==> src/rtl/chan_cfg_pkg.sv <==
package chan_cfg_pkg;

  // ************************************************************
  // Word and address widths.
  // ************************************************************
  localparam int DATA_W = 16;
  localparam int ADDR_W = 10;
  localparam int RES_BITS_DEF = 12;
  localparam int RES_BITS_ALT = 10;

  // ************************************************************
  // Default register numbers for the module's position.
  // ************************************************************
  localparam int IN_BASE_DEF = 1;
  localparam int OUT_BASE_DEF = 101;
  localparam int PAR_BASE_DEF = 214;

  // ************************************************************
  // Field offsets from a channel's parameter base.
  // ************************************************************
  localparam int OFS_RANGE = 0;
  localparam int OFS_UNIT = 1;
  localparam int OFS_LOW = 2;
  localparam int OFS_HIGH = 3;
  localparam int OFS_FB_MODE = 4;
  localparam int OFS_FB_VAL = 5;
  localparam int IN_STRIDE = 4;
  localparam int OUT_WORDS = 6;
  localparam int MAX_IN = 2;

  // ************************************************************
  // Range codes.
  // ************************************************************
  localparam logic [15:0] RANGE_UNUSED = 16'h0000;
  localparam logic [15:0] RANGE_0_20MA = 16'h0001;
  localparam logic [15:0] RANGE_4_20MA = 16'h0002;
  localparam logic [15:0] RANGE_0_10V = 16'h0003;
  localparam logic [15:0] RANGE_BIP_10V = 16'h0004;
  localparam logic [15:0] RANGE_TC_K = 16'h0005;
  localparam logic [15:0] RANGE_TC_J = 16'h0006;
  localparam logic [15:0] RANGE_TC_T = 16'h0007;
  localparam logic [15:0] RANGE_RTD_FIRST = 16'h0008;
  localparam logic [15:0] RANGE_RTD_LAST = 16'h000B;
  localparam logic [15:0] RANGE_RESERVED = 16'h000C;
  localparam logic [15:0] RANGE_NTC = 16'h000D;
  localparam logic [15:0] RANGE_PTC = 16'h000E;

  // ************************************************************
  // Unit codes.
  // ************************************************************
  localparam logic [15:0] UNIT_NORMAL = 16'h0000;
  localparam logic [15:0] UNIT_CUSTOM = 16'h0001;
  localparam logic [15:0] UNIT_CELSIUS = 16'h0002;
  localparam logic [15:0] UNIT_FAHR = 16'h0003;
  localparam logic [15:0] UNIT_OHMS = 16'h0004;

  // ************************************************************
  // Fallback mode codes and reset values.
  // ************************************************************
  localparam logic [15:0] FB_HOLD = 16'h0000;
  localparam logic [15:0] FB_APPLY = 16'h0001;
  localparam logic [15:0] RST_RANGE = 16'h0000;
  localparam logic [15:0] RST_UNIT = 16'h0001;
  localparam logic [15:0] RST_LOW = 16'h0000;
  localparam logic [15:0] RST_HIGH = 16'h7FFF;
  localparam logic [15:0] RST_FB_MODE = 16'h0001;
  localparam logic [15:0] RST_FB_VAL = 16'h0000;
  localparam logic [15:0] RST_WORD = 16'h0000;
  localparam int NORM_BITS = 15;

endpackage

==> src/rtl/analog_channel_config_fallback.sv <==
`timescale 1ns/1ps
`default_nettype none
// Overview of operation
// Register numbers are fixed offsets from bases set by module position.
// Only the input channels and output fitted to the variant are decoded.
// Range word selects signal type; code zero means the channel is unused.
// Unit word selects normal, customized, tenth degree or ohm scaling.
// Minimum and maximum words act only when unit selects customized.
// Fallback mode zero holds the output, one applies the fallback value.
// On a communication error each output takes its fallback behaviour.
// Input values read as 16-bit words in channel order from input base.
// Master commands the output by writing one word at the output base.
// Second input channel repeats the first channel's four fields.
// Customized limits reset to zero and 7FFF, used only when unit is one.
// Resolution is 12 or 10 bits; mixing types only where allowed.
// Fallback holds until communication returns and a new command arrives.
module analog_channel_config_fallback #(
  parameter int IN_BASE = chan_cfg_pkg::IN_BASE_DEF,
  parameter int OUT_BASE = chan_cfg_pkg::OUT_BASE_DEF,
  parameter int PAR_BASE = chan_cfg_pkg::PAR_BASE_DEF,
  parameter int NUM_IN = 2,
  parameter bit HAS_OUT = 1'b1,
  parameter bit MIX_OK = 1'b1,
  parameter int RES_BITS = chan_cfg_pkg::RES_BITS_DEF
) (
  input wire logic CLK_IN,
  input wire logic SYS_RST_IN,
  input wire logic [9:0] REG_ADDR_IN,
  input wire logic REG_WR_IN,
  input wire logic REG_RD_IN,
  input wire logic [15:0] REG_WDATA_IN,
  output logic [15:0] REG_RDATA_OUT,
  output logic REG_ACK_OUT,
  input wire logic COMM_ERR_IN,
  input wire logic [RES_BITS-1:0] FIRST_ANALOG_CHANNEL_IN,
  input wire logic [RES_BITS-1:0] SECOND_ANALOG_CHANNEL_IN,
  output logic [15:0] ANALOG_OUT_VALUE_OUT,
  output logic FALLBACK_ACTIVE_OUT
);

  // ************************************************************
  // Helpers.
  // ************************************************************

  // Scales a raw conversion into the word the master reads.
  function automatic logic [15:0] scale_in(input logic [RES_BITS-1:0] raw,
      input logic [15:0] rng, input logic [15:0] unit,
      input logic [15:0] lo, input logic [15:0] hi);
    logic [31:0] prod;
    logic [15:0] r16;
    prod = (32'(hi) - 32'(lo)) * 32'(raw);
    r16 = 16'(raw);
    if (rng == chan_cfg_pkg::RANGE_UNUSED) begin
      scale_in = 16'h0000;
    end else if (unit == chan_cfg_pkg::UNIT_CUSTOM) begin
      scale_in = lo + 16'(prod >> RES_BITS);
    end else if (unit == chan_cfg_pkg::UNIT_NORMAL) begin
      scale_in = 16'(r16 << (chan_cfg_pkg::NORM_BITS - RES_BITS));
    end else begin
      scale_in = r16;
    end
  endfunction

  // True when the address hits register number base plus offset.
  function automatic logic hit(input logic [9:0] a, input int base,
      input int ofs);
    hit = (a == 10'(base + ofs));
  endfunction

  // ************************************************************
  // Communication error synchroniser.
  // ************************************************************
  logic err_meta_r;
  logic err_s_r;

  // Two flip-flops bring the error pin into the clock domain.
  always_ff @(posedge CLK_IN) begin
    if (SYS_RST_IN) begin
      err_meta_r <= 1'b0;
      err_s_r <= 1'b0;
    end else begin
      err_meta_r <= COMM_ERR_IN;
      err_s_r <= err_meta_r;
    end
  end

  // ************************************************************
  // Configuration registers and command word.
  // ************************************************************
  logic [15:0] cfg_in_r [chan_cfg_pkg::MAX_IN][chan_cfg_pkg::IN_STRIDE];
  logic [15:0] cfg_in_nxt [chan_cfg_pkg::MAX_IN][chan_cfg_pkg::IN_STRIDE];
  logic [15:0] cfg_out_r [chan_cfg_pkg::OUT_WORDS];
  logic [15:0] cfg_out_nxt [chan_cfg_pkg::OUT_WORDS];
  logic [15:0] cmd_r;
  logic [15:0] cmd_nxt;
  logic cmd_wr;
  int out_par;

  assign out_par = PAR_BASE + chan_cfg_pkg::IN_STRIDE * NUM_IN;
  assign cmd_wr = HAS_OUT && REG_WR_IN && hit(REG_ADDR_IN, OUT_BASE, 0);

  // Decodes writes to the fields that this variant fits.
  always_comb begin
    cfg_in_nxt = cfg_in_r;
    cfg_out_nxt = cfg_out_r;
    cmd_nxt = cmd_r;
    if (REG_WR_IN) begin
      for (int i = 0; i < NUM_IN; i++) begin
        for (int k = 0; k < chan_cfg_pkg::IN_STRIDE; k++) begin
          if (hit(REG_ADDR_IN, PAR_BASE, chan_cfg_pkg::IN_STRIDE*i + k)) begin
            cfg_in_nxt[i][k] = REG_WDATA_IN;
          end
        end
      end
      for (int k = 0; k < chan_cfg_pkg::OUT_WORDS; k++) begin
        if (HAS_OUT && hit(REG_ADDR_IN, out_par, k)) begin
          cfg_out_nxt[k] = REG_WDATA_IN;
        end
      end
    end
    if (cmd_wr) begin
      cmd_nxt = REG_WDATA_IN;
    end
  end

  // Registers the configuration with the documented defaults.
  always_ff @(posedge CLK_IN) begin
    if (SYS_RST_IN) begin
      for (int i = 0; i < chan_cfg_pkg::MAX_IN; i++) begin
        cfg_in_r[i][chan_cfg_pkg::OFS_RANGE] <= chan_cfg_pkg::RST_RANGE;
        cfg_in_r[i][chan_cfg_pkg::OFS_UNIT] <= chan_cfg_pkg::RST_UNIT;
        cfg_in_r[i][chan_cfg_pkg::OFS_LOW] <= chan_cfg_pkg::RST_LOW;
        cfg_in_r[i][chan_cfg_pkg::OFS_HIGH] <= chan_cfg_pkg::RST_HIGH;
      end
      cfg_out_r[chan_cfg_pkg::OFS_RANGE] <= chan_cfg_pkg::RST_RANGE;
      cfg_out_r[chan_cfg_pkg::OFS_UNIT] <= chan_cfg_pkg::RST_UNIT;
      cfg_out_r[chan_cfg_pkg::OFS_LOW] <= chan_cfg_pkg::RST_LOW;
      cfg_out_r[chan_cfg_pkg::OFS_HIGH] <= chan_cfg_pkg::RST_HIGH;
      cfg_out_r[chan_cfg_pkg::OFS_FB_MODE] <= chan_cfg_pkg::RST_FB_MODE;
      cfg_out_r[chan_cfg_pkg::OFS_FB_VAL] <= chan_cfg_pkg::RST_FB_VAL;
      cmd_r <= chan_cfg_pkg::RST_WORD;
    end else begin
      cfg_in_r <= cfg_in_nxt;
      cfg_out_r <= cfg_out_nxt;
      cmd_r <= cmd_nxt;
    end
  end

  // ************************************************************
  // Input values.
  // ************************************************************
  logic [15:0] in_val_r [chan_cfg_pkg::MAX_IN];
  logic [15:0] in_val_nxt [chan_cfg_pkg::MAX_IN];
  logic [15:0] rng1;

  // Without mixing the second channel follows the first one's type.
  assign rng1 = MIX_OK ? cfg_in_r[1][chan_cfg_pkg::OFS_RANGE]
                       : cfg_in_r[0][chan_cfg_pkg::OFS_RANGE];

  // Scales each conversion by its channel's range and unit.
  always_comb begin
    in_val_nxt[0] = scale_in(FIRST_ANALOG_CHANNEL_IN,
        cfg_in_r[0][chan_cfg_pkg::OFS_RANGE],
        cfg_in_r[0][chan_cfg_pkg::OFS_UNIT],
        cfg_in_r[0][chan_cfg_pkg::OFS_LOW],
        cfg_in_r[0][chan_cfg_pkg::OFS_HIGH]);
    in_val_nxt[1] = scale_in(SECOND_ANALOG_CHANNEL_IN, rng1,
        cfg_in_r[1][chan_cfg_pkg::OFS_UNIT],
        cfg_in_r[1][chan_cfg_pkg::OFS_LOW],
        cfg_in_r[1][chan_cfg_pkg::OFS_HIGH]);
  end

  // Registers the scaled input words.
  always_ff @(posedge CLK_IN) begin
    if (SYS_RST_IN) begin
      in_val_r[0] <= chan_cfg_pkg::RST_WORD;
      in_val_r[1] <= chan_cfg_pkg::RST_WORD;
    end else begin
      in_val_r <= in_val_nxt;
    end
  end

  // ************************************************************
  // Register reads.
  // ************************************************************
  logic [15:0] rdata_nxt;
  logic ack_nxt;

  // Returns the addressed word; unmapped numbers read as zero.
  always_comb begin
    rdata_nxt = 16'h0000;
    ack_nxt = REG_RD_IN || REG_WR_IN;
    if (REG_RD_IN) begin
      for (int i = 0; i < NUM_IN; i++) begin
        if (hit(REG_ADDR_IN, IN_BASE, i)) begin
          rdata_nxt = in_val_r[i];
        end
        for (int k = 0; k < chan_cfg_pkg::IN_STRIDE; k++) begin
          if (hit(REG_ADDR_IN, PAR_BASE, chan_cfg_pkg::IN_STRIDE*i + k)) begin
            rdata_nxt = cfg_in_r[i][k];
          end
        end
      end
      for (int k = 0; k < chan_cfg_pkg::OUT_WORDS; k++) begin
        if (HAS_OUT && hit(REG_ADDR_IN, out_par, k)) begin
          rdata_nxt = cfg_out_r[k];
        end
      end
    end
  end

  // Registers the read answer and its acknowledge.
  always_ff @(posedge CLK_IN) begin
    if (SYS_RST_IN) begin
      REG_RDATA_OUT <= 16'h0000;
      REG_ACK_OUT <= 1'b0;
    end else begin
      REG_RDATA_OUT <= rdata_nxt;
      REG_ACK_OUT <= ack_nxt;
    end
  end

  // ************************************************************
  // Output drive and fallback.
  // ************************************************************
  logic fb_active_r;
  logic fb_active_nxt;
  logic [15:0] out_nxt;
  logic [15:0] cmd_eff;
  logic [15:0] o_lo;
  logic [15:0] o_hi;

  assign o_lo = cfg_out_r[chan_cfg_pkg::OFS_LOW];
  assign o_hi = cfg_out_r[chan_cfg_pkg::OFS_HIGH];

  // Chooses the commanded, held or fallback value for the output.
  always_comb begin
    cmd_eff = cmd_r;
    if (cfg_out_r[chan_cfg_pkg::OFS_UNIT] == chan_cfg_pkg::UNIT_CUSTOM) begin
      if (cmd_r < o_lo) begin
        cmd_eff = o_lo;
      end else if (cmd_r > o_hi) begin
        cmd_eff = o_hi;
      end
    end
    fb_active_nxt = fb_active_r;
    if (err_s_r && HAS_OUT) begin
      fb_active_nxt = 1'b1;
    end else if (cmd_wr) begin
      fb_active_nxt = 1'b0;
    end
    if (cfg_out_r[chan_cfg_pkg::OFS_RANGE] == chan_cfg_pkg::RANGE_UNUSED) begin
      out_nxt = 16'h0000;
    end else if (fb_active_r) begin
      if (cfg_out_r[chan_cfg_pkg::OFS_FB_MODE] == chan_cfg_pkg::FB_HOLD) begin
        out_nxt = ANALOG_OUT_VALUE_OUT;
      end else begin
        out_nxt = cfg_out_r[chan_cfg_pkg::OFS_FB_VAL];
      end
    end else begin
      out_nxt = cmd_eff;
    end
  end

  // Registers the output word and fallback state.
  always_ff @(posedge CLK_IN) begin
    if (SYS_RST_IN) begin
      fb_active_r <= 1'b0;
      ANALOG_OUT_VALUE_OUT <= 16'h0000;
    end else begin
      fb_active_r <= fb_active_nxt;
      ANALOG_OUT_VALUE_OUT <= out_nxt;
    end
  end

  assign FALLBACK_ACTIVE_OUT = fb_active_r;
endmodule
`default_nettype wire

==> config.mk <==
export PLATFORM = sky130hd
export DESIGN_NAME = analog_channel_config_fallback
export DESIGN_NICKNAME = d
export VERILOG_FILES = /design/src/rtl/chan_cfg_pkg.sv /design/src/rtl/analog_channel_config_fallback.sv
export SDC_FILE = /design/constraint.sdc
export NUM_CORES = 2
export LEC_CHECK = 0
export ABC_AREA = 1
export BUFFER_PORTS_ARGS = -buffer_cell sky130_fd_sc_hd__buf_2
export CAP_MARGIN = 20
export CORE_ASPECT_RATIO = 1.1
export CORE_MARGIN = 4
export CORE_UTILIZATION = 59
export DETAILED_ROUTE_END_ITERATION = 16
export HOLD_SLACK_MARGIN = 0.12
export PLACE_DENSITY = 0.79
export SYNTH_ARGS = -nofsm -noshare
export SYNTH_HDL_FRONTEND = slang
export SYNTH_SLANG_ARGS = --single-unit
==> constraint.sdc <==
create_clock -name CLK_IN -period 7.85 [get_ports CLK_IN]
set_input_delay 1.57 -clock CLK_IN [delete_from_list [all_inputs] [get_ports CLK_IN]]
set_output_delay 1.57 -clock CLK_IN [all_outputs]
set_load 0.02 [all_outputs]
==> impl_metrics.env <==
export IMPL_drv_cap=0
export IMPL_fin_crit_sh_pct=100.0
export IMPL_dp_hpwl_mm=79.82
export IMPL_final_util_pct=69.84
export IMPL_postSynthAreaPerCell_um2=7.438
export IMPL_p_int_uw=9986
export IMPL_maxSlewViolCount=0
export IMPL_fin_crit_ps=7850
export IMPL_peakVddDrop_mv=0.5708
export IMPL_io_buffer_count=88
export IMPL_setup_violations=0
export IMPL_core_um2=53670
export IMPL_htreeDepth=1
export IMPL_nets=5187
export IMPL_slowest_delay_ps=550
export IMPL_first_global_vias=30031
export IMPL_vias=30514
export IMPL_grt_pass1_wl_mm=159.1
export IMPL_critPathRequiredTime_ps=8300
export IMPL_synthArstFlopShare_pct=0
export IMPL_rsz0062_at_grt="yes"
export IMPL_synth_fp_nets=4931
export IMPL_combinationalPowerShare_pct=84.1
export IMPL_synth_seq_area_share_pct=19.29
export IMPL_power_density_nw_per_um2=529.1
export IMPL_hold_class="register to register"
export IMPL_grt_max_degree=226
export IMPL_drc=0
export IMPL_via_per_inst=5.741
export IMPL_critical_path_buf_inv_count=10
export IMPL_path_class="register to register"
export IMPL_cts_tree="built"
export IMPL_seq_power_share_pct=7.9
export IMPL_synth_area_um2=31960
export IMPL_io_pins=89
export IMPL_endpoint_kind="register"
export IMPL_cp_top_family="adder cells"
export IMPL_track_usage_pct=34.48
export IMPL_synth_edf_count=0
export IMPL_status="finished, final reports clean"
export IMPL_worst_slew_pin_slew_ps=1066
export IMPL_die_h_um=252.1
export IMPL_synth_seq_cells=308
export IMPL_power_uw=19840
export IMPL_ant_nets=0
export IMPL_antenna_found_initial=10
export IMPL_dr_pass1_iters=7
export IMPL_overflow=0
export IMPL_max_slew_margin_pct=28.37
export IMPL_synth_distinct_cells=69
export IMPL_clk_latency_ps=610
export IMPL_postSynthCellCount=4297
export IMPL_start_kind="register"
export IMPL_fin_skew_ps=51.55
export IMPL_timing_fmax_ghz=0.1274
export IMPL_drt_wl_total_mm=104.5
export IMPL_clock_path_buffers=3
export IMPL_tns_ps=0
export IMPL_dieArea_um2=57970
export IMPL_path_clk_slew_ps=70
export IMPL_synth_main_ff_cell="dfxtp_1"
export IMPL_wl_per_cell_um=19.65
export IMPL_final_hold_viol_count=0
export IMPL_p_sw_uw=9850
export IMPL_yosysWarnings=0
export IMPL_worstPathMaxFanout=7
export IMPL_area_delta_synth_final_pct=17.29
export IMPL_switching_share_pct=49.66
export IMPL_p_leak_uw=0.01820
export IMPL_root_buffer="clkbuf_16"
export IMPL_rows=89
export IMPL_arrival_ps=8300
export IMPL_cts_made_buffers=30
export IMPL_place_gp_congestion=0.9955
export IMPL_cpMaxStageDelayCell="fa_1"
export IMPL_p_clk_share_pct=7.9
export IMPL_die_w_um=229.9
export IMPL_drt_iter0_drc=3255
export IMPL_start_util_pct=59.55
export IMPL_drive_gt1_share_pct=17.57
export IMPL_postCtsHoldBufs=0
export IMPL_clock_sinks=308
## logic make-up (layout without fill, tap and decap cells)
logic type	Yosys count	after routing	share of synthesized area [%]
compound gates	799	799	14.12
xor+xnor	70	70	2.106
fa+ha+maj	579	579	31.17
buf+inv	1041	1321	12.74
flops	308	308	19.29
other cells	0	10	0
simple gates	1500	1500	20.57
## cell type report
type                       count  area (µm²)
multi-input combinational   2948       23120
tap                          728       910.9
sequential                   308        6187
antenna                       10       25.02
clock inverter                15       235.2
fill                        4289       16190
timing repair buffer         381        2833
clock buffer                  41       832.0
inverter                     884        3349
## flip-flops by register name, summed over array words and instances, names as in the netlist
| register | cells |
|---|---|
| cfg_out_r | 64 |
| REG_ACK_OUT | 1 |
| o_lo | 16 |
| cfg_in_r | 112 |
| FALLBACK_ACTIVE_OUT | 1 |
| cmd_r | 16 |
| rng1 | 16 |
| in_val_r | 32 |
| o_hi | 16 |
| err_s_r | 1 |
| err_meta_r | 1 |
| ANALOG_OUT_VALUE_OUT | 16 |
| REG_RDATA_OUT | 16 |
## cell usage in the layout, fill, tap and decap left out, types with 13 or more instances in the layout
master | Yosys | final
inv_1 | 845 | 817
nand2_1 | 718 | 674
nor2_1 | 407 | 378
fa_1 | 362 | 355
a21oi_1 | 382 | 333
dfxtp_1 | 308 | 293
buf_4 | 5 | 270
o21ai_0 | 244 | 225
ha_1 | 217 | 176
nand3_1 | 143 | 133
nand4_1 | 101 | 101
buf_2 | 29 | 88
o211ai_1 | 87 | 87
nand2_2 | 11 | 49
a21oi_2 | 2 | 47
ha_4 | 0 | 37
inv_2 | 15 | 36
clkbuf_16 | 0 | 30
nor2_2 | 8 | 29
xor2_1 | 35 | 29
xnor2_1 | 30 | 28
nor3_1 | 30 | 25
clkinv_1 | 22 | 21
or2_2 | 23 | 21
a211oi_1 | 21 | 18
nand3_2 | 5 | 15
o21ai_1 | 3 | 14
dfxtp_2 | 0 | 14
nor4_1 | 14 | 13
nor2_4 | 5 | 13
## power groups by stage
stage	combinational [µW]	sequential, µW	clock [µW]
after floorplan	7990	1610	0
after global placement	13000	1610	0
after detailed placement	13100	1610	0
after CTS	13700	1570	1570
after global routing	18100	1570	1630
final	16700	1570	1570
## stage by stage
stage,hold slack [ps],instances,setup WS (ps),cell area [µm²]
after floorplan,388.3,4297,145.7,31960
after global placement,392.9,5209,-107.2,34560
after detailed placement,396.0,5209,-227.4,34560
after CTS,404.5,5274,9.382,35920
after global routing,422.1,5314,-357.7,37490
final,403.5,5315,0.08082,37490
## worst register-to-register path: cells and delay by family, from the launching register on
kind / cells / cell delay, ps
flip-flops: 1 / 340
AND/OR/NAND/NOR: 13 / 1530
buffers and inverters: 10 / 850
AO/OA/AOI/OAI: 8 / 990
adder cells (fa/ha/maj): 9 / 3700
XOR/XNOR: 2 / 330
## cells in the mapped netlist, drive strengths merged, types with 2 or more instances
| cell | count | share of area [%] |
|---|---|---|
| xnor2 | 31 | 0.91 |
| a211oi | 21 | 0.49 |
| o21a | 6 | 0.14 |
| buf | 44 | 0.83 |
| dlymetal6s2s | 2 | 0.078 |
| or4 | 3 | 0.070 |
| o21bai | 8 | 0.20 |
| o221ai | 3 | 0.082 |
| or2 | 28 | 0.55 |
| a31oi | 11 | 0.28 |
| a311oi | 5 | 0.14 |
| and2 | 4 | 0.078 |
| a21oi | 386 | 6.1 |
| inv | 862 | 10 |
| a21o | 8 | 0.19 |
| nor4 | 20 | 0.67 |
| o21ai | 253 | 4.0 |
| nand4 | 104 | 2.1 |
| dfxtp | 308 | 19 |
| nand3b | 4 | 0.094 |
| o31ai | 3 | 0.11 |
| a31o | 2 | 0.055 |
| o2111ai | 2 | 0.055 |
| xor2 | 39 | 1.2 |
| nor3 | 33 | 0.58 |
| clkbuf | 111 | 1.4 |
| nand2 | 733 | 8.8 |
| clkinv | 22 | 0.26 |
| nand3 | 148 | 2.4 |
| nor2 | 421 | 5.2 |
| ha | 217 | 8.5 |
| fa | 362 | 23 |
| o211ai | 88 | 2.1 |
## repair_timing
action                     in CTS  in global routing
buffers inserted                9                 29
setup endpoints to repair       9                 23
pin swaps                      17                140
resized for setup              42                299
## per-layer routing
metal / vias to the layer above / wire, µm / global-route usage [%]
met5: - / 13 / 0
met1: 14407 / 37490 / 41.39
li1: 14110 / - / -
met3: 445 / 8928 / 5.546
met2: 1550 / 49780 / 58.55
met4: 2 / 8240 / 20.88
## worst paths after layout
| check | startpoint | endpoint | slack [ps] | cells past startpoint |
|---|---|---|---|---|
| max | cfg_in_r[0]$_SDFFE_PP1P_ | in_val_r[14]$_SDFF_PP0_ | 0.08 | 42 |
| min | err_meta_r$_SDFF_PP0_ | err_s_r$_SDFF_PP0_ | 400 | 2 |
| max reg2reg | cfg_in_r[0]$_SDFFE_PP1P_ | in_val_r[14]$_SDFF_PP0_ | 0.08 | 42 |
| min reg2reg | err_meta_r$_SDFF_PP0_ | err_s_r$_SDFF_PP0_ | 400 | 2 |
Power figures use the tool's default switching activity.
